===== src/rtl/wdt_defs.svh =====
// register offsets, field positions, reset values and divider figures
// assumes a 32-bit axi4-lite register port, word aligned
`ifndef WDT_DEFS_SVH
`define WDT_DEFS_SVH

// ----------------------------------------------------------------
// register byte offsets
// ----------------------------------------------------------------
`define WDT_CTRL_OFFSET      8'h00
`define WDT_CFG_OFFSET       8'h04
`define WDT_STATUS_OFFSET    8'h08
`define WDT_MASK_OFFSET      8'h0c
`define WDT_COUNT_OFFSET     8'h10

// ----------------------------------------------------------------
// field positions
// ----------------------------------------------------------------
`define WDT_CTRL_SW_EN_BIT   0
`define WDT_CFG_PS_LSB       0
`define WDT_CFG_PS_MSB       3
`define WDT_CFG_PRESEL_BIT   4
`define WDT_CFG_WINDOW_DISABLE_CFG_BIT   6
`define WDT_CFG_HWEN_BIT     7
`define WDT_ST_TIMEOUT_BIT   0
`define WDT_ST_WAKE_BIT      1
`define WDT_ST_EARLY_BIT     2

// ----------------------------------------------------------------
// reset values
// ----------------------------------------------------------------
`define WDT_CFG_RESET        8'h5f
`define WDT_CFG_WMASK        8'hdf
`define WDT_STATUS_RESET     3'h0
`define WDT_MASK_RESET       3'h0

// ----------------------------------------------------------------
// timing: oscillator figure and prescaler divisors
// ----------------------------------------------------------------
`define WDT_OSC_KHZ          31
`define WDT_BASE_SHORT_MS    1
`define WDT_BASE_LONG_MS     4
`define WDT_PRE_SHORT_BITS   5
`define WDT_PRE_LONG_BITS    7

`endif


===== src/rtl/wdt_pkg.sv =====
// types shared by the watchdog design files
// assumes wdt_defs.svh supplies the numeric constants
package wdt_pkg;

   // ----------------------------------------------------------------
   // power mode of the core as the watchdog sees it
   // ----------------------------------------------------------------
   typedef enum logic {
      MODE_RUN,
      MODE_POWER_SAVE
   } power_mode_t;

   // ----------------------------------------------------------------
   // axi response codes
   // ----------------------------------------------------------------
   typedef logic [1:0] axi_resp_t;
   localparam axi_resp_t RESP_OKAY   = 2'h0;
   localparam axi_resp_t RESP_SLVERR = 2'h2;

endpackage : wdt_pkg


===== src/rtl/wdt_tick_counter.sv =====
// one stage of the watchdog count chain: counts enabled ticks
// assumes clear has priority over counting, synchronous reset
`timescale 1ns/100ps
`default_nettype none

module wdt_tick_counter #(
   parameter int WIDTH = 7
) (
   // clock and reset
   input  wire  logic             aclk,
   input  wire  logic             aresetn,
   // control
   input  wire  logic             clear,
   input  wire  logic             inc,
   // state
   output logic [WIDTH-1:0]       count
);

   logic [WIDTH-1:0] count_q;
   logic [WIDTH-1:0] count_d;

   assign count_d = clear ? '0 : (inc ? count_q + 1'b1 : count_q);
   assign count   = count_q;

   always_ff @(posedge aclk)
   begin
      if (!aresetn)
         count_q <= '0;
      else
         count_q <= count_d;
   end

endmodule : wdt_tick_counter

`default_nettype wire


===== src/rtl/windowed_watchdog_timer.sv =====
// windowed watchdog timer with an axi4-lite register port
// assumes low_power_rc_osc_tick is a one-cycle pulse per oscillator
// period, synchronous to aclk, and core events are one-cycle pulses
//
// Notes on behaviour
// - count ticks of the low-power oscillator; enable it
// - prescaler divides by 32 or 128
// - base period about 1 ms or 4 ms
// - postscaler ratio 1:1 to 1:32768, 16 steps
// - any device reset clears the count chain
// - completed clock switch clears the count chain
// - power-save entry clears the count chain
// - leaving power save clears the count chain
// - clear instruction restarts the whole chain
// - time-out in power save wakes the core
// - sticky time-out flag, cleared only by software
// - windowed: early clear resets like a time-out
// - windowed mode when window-disable bit is zero
// - hardware enable forces the watchdog always on
// - otherwise software enable bit runs the watchdog
// - every device reset clears software enable
//
// Chosen here: the AXI4-Lite interface to the registers and the register offsets.
`timescale 1ns/100ps
`default_nettype none
`include "wdt_defs.svh"

module windowed_watchdog_timer #(
   parameter int PRE_W  = 7,
   parameter int POST_W = 15
) (
   // clock and reset
   input  wire  logic               aclk,
   input  wire  logic               aresetn,
   // axi4-lite write address
   input  wire  logic               s_axi_awvalid,
   output logic                     s_axi_awready,
   input  wire  logic [7:0]         s_axi_awaddr,
   input  wire  logic [2:0]         s_axi_awprot,
   // axi4-lite write data
   input  wire  logic               s_axi_wvalid,
   output logic                     s_axi_wready,
   input  wire  logic [31:0]        s_axi_wdata,
   input  wire  logic [3:0]         s_axi_wstrb,
   // axi4-lite write response
   output logic                     s_axi_bvalid,
   input  wire  logic               s_axi_bready,
   output wdt_pkg::axi_resp_t       s_axi_bresp,
   // axi4-lite read address
   input  wire  logic               s_axi_arvalid,
   output logic                     s_axi_arready,
   input  wire  logic [7:0]         s_axi_araddr,
   input  wire  logic [2:0]         s_axi_arprot,
   // axi4-lite read data
   output logic                     s_axi_rvalid,
   input  wire  logic               s_axi_rready,
   output logic [31:0]              s_axi_rdata,
   output wdt_pkg::axi_resp_t       s_axi_rresp,
   // oscillator
   input  wire  logic               low_power_rc_osc_tick,
   output logic                     low_power_rc_osc_en,
   // core events
   input  wire  logic               clear_watchdog_instr,
   input  wire  logic               power_save_instr,
   input  wire  logic               power_save_exit,
   input  wire  logic               clock_switch_done,
   input  wire  logic               device_reset_event,
   // results
   output logic                     wdt_reset_req,
   output logic                     wake_req,
   output logic                     timeout_flag,
   output logic                     irq
);

   import wdt_pkg::*;

   // ----------------------------------------------------------------
   // register state
   // ----------------------------------------------------------------
   logic              sw_en_q;
   logic [7:0]        cfg_q;
   logic [2:0]        status_q;
   logic [2:0]        status_d;
   logic [2:0]        mask_q;
   power_mode_t       mode_q;
   power_mode_t       mode_d;
   logic              reset_req_q;
   logic              wake_req_q;

   // ----------------------------------------------------------------
   // axi4-lite slave: one write and one read at a time
   // ----------------------------------------------------------------
   logic              aw_held_q;
   logic [7:0]        aw_addr_q;
   logic              w_held_q;
   logic [31:0]       w_data_q;
   logic [3:0]        w_strb_q;
   logic              bvalid_q;
   axi_resp_t         bresp_q;
   logic              rvalid_q;
   logic [31:0]       rdata_q;
   axi_resp_t         rresp_q;

   wire aw_take  = s_axi_awvalid & s_axi_awready;
   wire w_take   = s_axi_wvalid & s_axi_wready;
   wire ar_take  = s_axi_arvalid & s_axi_arready;
   wire wr_fire  = aw_held_q & w_held_q & ~bvalid_q;

   assign s_axi_awready = ~aw_held_q & ~bvalid_q;
   assign s_axi_wready  = ~w_held_q & ~bvalid_q;
   assign s_axi_arready = ~rvalid_q;
   assign s_axi_bvalid  = bvalid_q;
   assign s_axi_bresp   = bresp_q;
   assign s_axi_rvalid  = rvalid_q;
   assign s_axi_rdata   = rdata_q;
   assign s_axi_rresp   = rresp_q;

   always_ff @(posedge aclk)
   begin
      if (!aresetn)
      begin
         aw_held_q <= 1'b0;
         aw_addr_q <= 8'h00;
      end
      else if (aw_take)
      begin
         aw_held_q <= 1'b1;
         aw_addr_q <= s_axi_awaddr;
      end
      else if (wr_fire)
         aw_held_q <= 1'b0;
   end

   always_ff @(posedge aclk)
   begin
      if (!aresetn)
      begin
         w_held_q <= 1'b0;
         w_data_q <= 32'h0000_0000;
         w_strb_q <= 4'h0;
      end
      else if (w_take)
      begin
         w_held_q <= 1'b1;
         w_data_q <= s_axi_wdata;
         w_strb_q <= s_axi_wstrb;
      end
      else if (wr_fire)
         w_held_q <= 1'b0;
   end

   // ----------------------------------------------------------------
   // write decode
   // ----------------------------------------------------------------
   wire wr_ctrl   = wr_fire & (aw_addr_q == `WDT_CTRL_OFFSET);
   wire wr_cfg    = wr_fire & (aw_addr_q == `WDT_CFG_OFFSET);
   wire wr_status = wr_fire & (aw_addr_q == `WDT_STATUS_OFFSET);
   wire wr_mask   = wr_fire & (aw_addr_q == `WDT_MASK_OFFSET);
   wire wr_count  = wr_fire & (aw_addr_q == `WDT_COUNT_OFFSET);
   wire wr_hit    = wr_ctrl | wr_cfg | wr_status | wr_mask | wr_count;
   wire lane0     = w_strb_q[0];

   always_ff @(posedge aclk)
   begin
      if (!aresetn)
      begin
         bvalid_q <= 1'b0;
         bresp_q  <= RESP_OKAY;
      end
      else if (wr_fire)
      begin
         bvalid_q <= 1'b1;
         bresp_q  <= wr_hit ? RESP_OKAY : RESP_SLVERR;
      end
      else if (s_axi_bready)
         bvalid_q <= 1'b0;
   end

   // ----------------------------------------------------------------
   // configuration fields
   // ----------------------------------------------------------------
   wire [3:0] post_sel = cfg_q[`WDT_CFG_PS_MSB:`WDT_CFG_PS_LSB];
   wire       pre_long = cfg_q[`WDT_CFG_PRESEL_BIT];
   wire       win_dis  = cfg_q[`WDT_CFG_WINDOW_DISABLE_CFG_BIT];
   wire       hw_en    = cfg_q[`WDT_CFG_HWEN_BIT];

   always_ff @(posedge aclk)
   begin
      if (!aresetn)
         cfg_q <= `WDT_CFG_RESET;
      else if (wr_cfg & lane0)
         cfg_q <= w_data_q[7:0] & `WDT_CFG_WMASK;
   end

   // ----------------------------------------------------------------
   // enable and oscillator request
   // ----------------------------------------------------------------
   wire running = hw_en | sw_en_q;
   assign low_power_rc_osc_en = running;

   // our own reset request is a device reset too
   wire any_dev_reset = device_reset_event | reset_req_q;

   always_ff @(posedge aclk)
   begin
      if (!aresetn)
         sw_en_q <= 1'b0;
      else if (any_dev_reset)
         sw_en_q <= 1'b0;
      else if (wr_ctrl & lane0)
         sw_en_q <= w_data_q[`WDT_CTRL_SW_EN_BIT];
   end

   // ----------------------------------------------------------------
   // count chain
   // ----------------------------------------------------------------
   logic [PRE_W-1:0]  pre_cnt;
   logic [POST_W-1:0] post_cnt;

   wire in_save  = (mode_q == MODE_POWER_SAVE);
   wire tick     = low_power_rc_osc_tick & running;

   // divide by 32 gives about 1 ms, by 128 about 4 ms at 31 kHz
   wire [PRE_W-1:0] pre_last = pre_long ?
      PRE_W'((1 << `WDT_PRE_LONG_BITS) - 1) :
      PRE_W'((1 << `WDT_PRE_SHORT_BITS) - 1);
   wire [POST_W-1:0] post_last =
      POST_W'((32'h1 << post_sel) - 32'h1);

   wire pre_wrap = tick & (pre_cnt == pre_last);
   wire timeout  = pre_wrap & (post_cnt == post_last);

   // position within the period, with period scaled the same way
   wire [21:0] position = pre_long ?
      22'({post_cnt, pre_cnt[`WDT_PRE_LONG_BITS-1:0]}) :
      22'({post_cnt, pre_cnt[`WDT_PRE_SHORT_BITS-1:0]});
   // shift amount kept 5 bits wide so ratios above 1:256 do not wrap
   wire [4:0]  period_exp = {1'b0, post_sel} +
      (pre_long ? 5'(`WDT_PRE_LONG_BITS) : 5'(`WDT_PRE_SHORT_BITS));
   wire [22:0] period = 23'(32'h1 << period_exp);
   wire [22:0] win_start = period - (period >> 2);
   wire        in_window = ({1'b0, position} >= win_start);

   // a clear only means something during normal execution
   wire clr_valid   = clear_watchdog_instr & running & ~in_save;
   wire early_clear = clr_valid & ~win_dis & ~in_window;
   wire good_clear  = clr_valid & ~early_clear;

   wire chain_clear = ~running
                    | any_dev_reset
                    | clock_switch_done
                    | power_save_instr
                    | power_save_exit
                    | good_clear
                    | early_clear;

   wdt_tick_counter #(
      .WIDTH (PRE_W)
   ) u_prescaler (
      .aclk    (aclk),
      .aresetn (aresetn),
      .clear   (chain_clear | pre_wrap),
      .inc     (tick),
      .count   (pre_cnt)
   );

   wdt_tick_counter #(
      .WIDTH (POST_W)
   ) u_postscaler (
      .aclk    (aclk),
      .aresetn (aresetn),
      .clear   (chain_clear | timeout),
      .inc     (pre_wrap),
      .count   (post_cnt)
   );

   // ----------------------------------------------------------------
   // time-out results
   // ----------------------------------------------------------------
   // a clear in the same cycle wins over the time-out, which then raises no reset request
   wire to_wake  = timeout & in_save & ~power_save_instr;
   wire to_reset = (timeout & ~in_save & ~chain_clear) | early_clear;
   wire any_to   = to_wake | to_reset;

   always_ff @(posedge aclk)
   begin
      if (!aresetn)
      begin
         reset_req_q <= 1'b0;
         wake_req_q  <= 1'b0;
      end
      else
      begin
         reset_req_q <= to_reset;
         wake_req_q  <= to_wake;
      end
   end

   assign wdt_reset_req = reset_req_q;
   assign wake_req      = wake_req_q;

   // ----------------------------------------------------------------
   // power mode tracking
   // ----------------------------------------------------------------
   // sleep and idle status bits live in the core; a wake or reset request clears them
   always_comb
   begin
      mode_d = mode_q;
      unique case (mode_q)
         MODE_RUN:
            if (power_save_instr)
               mode_d = MODE_POWER_SAVE;
         MODE_POWER_SAVE:
            if (power_save_exit | to_wake | any_dev_reset)
               mode_d = MODE_RUN;
      endcase
   end

   always_ff @(posedge aclk)
   begin
      if (!aresetn)
         mode_q <= MODE_RUN;
      else
         mode_q <= mode_d;
   end

   // ----------------------------------------------------------------
   // sticky status, write one to clear, set wins
   // ----------------------------------------------------------------
   wire [2:0] st_set = {early_clear, to_wake, any_to};
   wire [2:0] st_clr = (wr_status & lane0) ? w_data_q[2:0] : 3'h0;

   // the flag survives our own reset request on purpose
   assign status_d = (status_q & ~st_clr) | st_set;

   always_ff @(posedge aclk)
   begin
      if (!aresetn)
         status_q <= `WDT_STATUS_RESET;
      else
         status_q <= status_d;
   end

   always_ff @(posedge aclk)
   begin
      if (!aresetn)
         mask_q <= `WDT_MASK_RESET;
      else if (wr_mask & lane0)
         mask_q <= w_data_q[2:0];
   end

   assign timeout_flag = status_q[`WDT_ST_TIMEOUT_BIT];
   assign irq          = |(status_q & mask_q);

   // ----------------------------------------------------------------
   // read path
   // ----------------------------------------------------------------
   wire rd_ctrl   = (s_axi_araddr == `WDT_CTRL_OFFSET);
   wire rd_cfg    = (s_axi_araddr == `WDT_CFG_OFFSET);
   wire rd_status = (s_axi_araddr == `WDT_STATUS_OFFSET);
   wire rd_mask   = (s_axi_araddr == `WDT_MASK_OFFSET);
   wire rd_count  = (s_axi_araddr == `WDT_COUNT_OFFSET);
   wire rd_hit    = rd_ctrl | rd_cfg | rd_status | rd_mask | rd_count;

   wire [31:0] rd_word =
        ({32{rd_ctrl}}   & {30'h0, running, sw_en_q})
      | ({32{rd_cfg}}    & {24'h0, cfg_q})
      | ({32{rd_status}} & {29'h0, status_q})
      | ({32{rd_mask}}   & {29'h0, mask_q})
      | ({32{rd_count}}  & {10'h0, position});

   always_ff @(posedge aclk)
   begin
      if (!aresetn)
      begin
         rvalid_q <= 1'b0;
         rdata_q  <= 32'h0000_0000;
         rresp_q  <= RESP_OKAY;
      end
      else if (ar_take)
      begin
         rvalid_q <= 1'b1;
         rdata_q  <= rd_word;
         rresp_q  <= rd_hit ? RESP_OKAY : RESP_SLVERR;
      end
      else if (s_axi_rready)
         rvalid_q <= 1'b0;
   end

   // protection bits carry nothing this block acts on
   wire unused_ok = ^{s_axi_awprot, s_axi_arprot, w_data_q[31:8], w_strb_q[3:1]};

endmodule : windowed_watchdog_timer

`default_nettype wire


===== config.mk =====
export PLATFORM = sky130hd
export DESIGN_NAME = windowed_watchdog_timer
export DESIGN_NICKNAME = d
export VERILOG_FILES = /design/src/rtl/wdt_pkg.sv /design/src/rtl/wdt_tick_counter.sv /design/src/rtl/windowed_watchdog_timer.sv
export VERILOG_INCLUDE_DIRS = /design/src /design/src/rtl
export SDC_FILE = /design/constraint.sdc
export NUM_CORES = 1
export LEC_CHECK = 0
export BUFFER_PORTS_ARGS = -buffer_cell sky130_fd_sc_hd__buf_2
export CELL_PAD_IN_SITES_DETAIL_PLACEMENT = 1
export CELL_PAD_IN_SITES_GLOBAL_PLACEMENT = 2
export CORE_UTILIZATION = 35
export DETAILED_ROUTE_END_ITERATION = 16
export GPL_TIMING_DRIVEN = 0
export PLACE_DENSITY_LB_ADDON = 0.1
export SYNTH_ARGS = -nofsm -noshare
export SYNTH_HDL_FRONTEND = slang
export SYNTH_HIERARCHICAL = 1
export SYNTH_SLANG_ARGS = --single-unit

===== constraint.sdc =====
create_clock -name aclk -period 12.2 [get_ports aclk]
set_input_delay 1.22 -clock aclk [delete_from_list [all_inputs] [get_ports aclk]]
set_output_delay 1.22 -clock aclk [all_outputs]
set_load 0.005 [all_outputs]

==> flow_summary.json <==
{
  "firstDrtPassIters": 4,
  "htreeDepth": 3,
  "finalSetupViolCount": 0,
  "die_h_um": 136,
  "top_signal_layer_used": "met4",
  "post-route-min-period_ps": 5840,
  "mostFrequentLayoutCells": "nand2_1, dfxtp_1, a21oi_1, buf_2, nor2_1",
  "syn_inst": 805,
  "gp_congestion": 0.857,
  "wl_um": 22200,
  "final_common_cell": "nand2_1",
  "whs_ps": 453,
  "post_dp_cell_area_mm2": 0.00695,
  "avgSynthCellArea_um2": 7.75,
  "drt-met1-wl_um": 10300,
  "cts_setup_buffers": 0,
  "grt_pass1_vias": 6503,
  "hpwl_um": 17400,
  "max-vdd-ir-drop_mv": 0.0577,
  "detail-route-antenna-nets": 0,
  "criticalPathCategory": "reg -> reg",
  "cts_tree": "built",
  "synthArstFlopShare": 0,
  "ctsResizeCount": 0,
  "placed_cells": 1120,
  "worst_pin_slew_ps": 983,
  "wl_met3_um": 813,
  "finalHoldViolCount": 0,
  "cts_hold_buf": 0,
  "clock_skew_ps": 9.00,
  "cp.arrival_ps": 6040,
  "finalCritPeriodShare": 0.479,
  "drtIter0Drc": 290,
  "cts_buffers": 9,
  "routedWlPerCell_um": 19.6,
  "vias": 6393,
  "via_per_inst": 5.63,
  "cellLeakagePower_nw": 3.00,
  "status": "completed",
  "grt_pass1_wl_um": 35100,
  "grt.overflow.total": 0,
  "final_nets": 1016,
  "start_kind": "register",
  "drc": 0,
  "ios": 117,
  "ys.flop_type": "dfxtp_1",
  "worstPathRequired_ps": 12400,
  "crit_fanout": 10,
  "die_x_um": 136,
  "insertion_delay_ps": 350,
  "dr_wl_met2_um": 10500,
  "ctsLongestPathBuffers": 2,
  "r2r_slack_ps": 6360,
  "synth_edf_count": 0,
  "hp-class": "reg -> reg",
  "yosysTopAreaCellShare": 0.266,
  "synth_area_mm2": 0.00624,
  "drv_slew": 0,
  "grt_antenna_before_repair": 0,
  "clk_pin_slew_worst_paths_ps": 70,
  "yosys_warnings": 6,
  "cts-root-buf": "clkbuf_16",
  "p_per_area_mw_per_mm2": 89.4,
  "diodes": 0,
  "groute.usage.overall": 0.249,
  "synth.lib_cells_used.distinct": 82,
  "port_buffers": 70,
  "tns_ps": 0,
  "postLayoutCellArea_mm2": 0.00725,
  "cap_violations": 0,
  "ys_seq_area_frac": 0.266,
  "stdcell_count": 1136,
  "area.growth.synth_to_final_pct": 16.3,
  "die-area_mm2": 0.0184,
  "rsz0062_at_grt": "no",
  "grt_max_degree": 16,
  "core_mm2": 0.0174,
  "synth_largest_area_cell": "dfxtp_1",
  "drive_above_1_share": 0.170,
  "synth_seq_cells": 83,
  "start_util": 0.359,
  "slew_headroom": 0.340,
  "cts.sinks": 83,
  "row_count": 48,
  "fmax_ghz": 0.171,
  "synthTopCellsByArea": "dfxtp_1, ha_1, a21oi_1",
  "cp-end-kind": "register"
}
-- cell families (layout without fill, tap and decap cells) --
group,after synthesis,in the layout,share of synthesized area
other,2,22,0.00120
AND/OR/NAND/NOR,324,324,0.261
adder cells (fa/ha/maj),39,39,0.0794
AO/OA/AOI/OAI,210,210,0.228
buffers and inverters,92,178,0.0736
XOR/XNOR,22,22,0.0309
multiplexers,33,33,0.0594
flip-flops,83,83,0.266
-- per-layer routing --
layer	GRT usage	up-vias
li1	-	3091
met1	0.329	3099
met2	0.416	172
met3	0.0236	31
met4	0.0999	0
met5	0	-
-- synthesized netlist by cell type, types with 11 or more instances --
library cell  instances
nand2_1             107
dfxtp_1              83
a21oi_1              81
nor2_1               55
ha_1                 38
nand3_1              35
inv_1                28
nor3_1               28
clkbuf_1             27
o21ai_0              25
mux2i_1              19
buf_4                17
nand2b_1             13
xnor2_1              13
mux2_2               12
nand4_1              12
a221oi_1             11
nor2b_1              11
-- flip-flops by register name (all words and copies together) (netlist names) --
name	flops
status_q	3
aw_held_q	1
s_axi_rdata	22
wdt_reset_req	1
in_save	1
u_postscaler/count	15
s_axi_rvalid	1
sw_en_q	1
s_axi_bresp	1
w_strb_q	1
wake_req	1
u_prescaler/count	7
w_held_q	1
cfg_q	7
s_axi_rresp	1
w_data_q	7
aw_addr_q	8
mask_q	3
s_axi_bvalid	1
-- layout make-up --
cell class                 count  area, um2
clock buffer                  10        239
timing repair buffer          70        350
inverter                      30        113
clock inverter                 6       70.1
multi-input combinational    650       4190
sequential                    83       1660
fill                        2159      10100
tap                          225        282
buffer                        62        347
-- per-stage QoR --
step                      total power [mW]  setup WS, ps  utilization
after detailed placement             0.366          6440        0.400
after global placement               0.363          6410        0.400
after floorplan                      0.339          7630            -
after CTS                            0.654          6410        0.418
after global routing                 0.677          6060        0.418
final                                0.649          6360        0.418
-- critical path, cell delays in order, from the launching register on --
cell and delay, ps:
dfxtp_1 450, buf_2 250, buf_4 220, clkbuf_1 480, buf_1 490, nor4_1 140, nand2_1 110, ha_1 210
nor2_1 90, or2_1 250, a21oi_4 290, o31ai_1 190, or4_4 570, and2_4 170, o311a_1 300, ha_1 290
nand3_1 70, a21o_1 170, a221o_1 420, o31ai_2 370, a31oi_1 140
-- power breakdown --
part | switching (mW) | total [mW] | internal, mW | leakage, nW
registers | 0.00515 | 0.283 | 0.278 | 0.674
logic | 0.0450 | 0.0782 | 0.0332 | 2.18
clock network | 0.121 | 0.288 | 0.167 | 0.154
-- worst paths after layout --
check | cells after the start | startpoint | end
worst max-delay path | 20 | cfg_q[0] | status_q[0]
worst max register to register | 20 | cfg_q[0] | status_q[0]
worst min register to register | 2 | aw_addr_q[7] | aw_addr_q[7]
worst min-delay path | 2 | aw_addr_q[7] | aw_addr_q[7]
(Power assumes the default switching activity.)
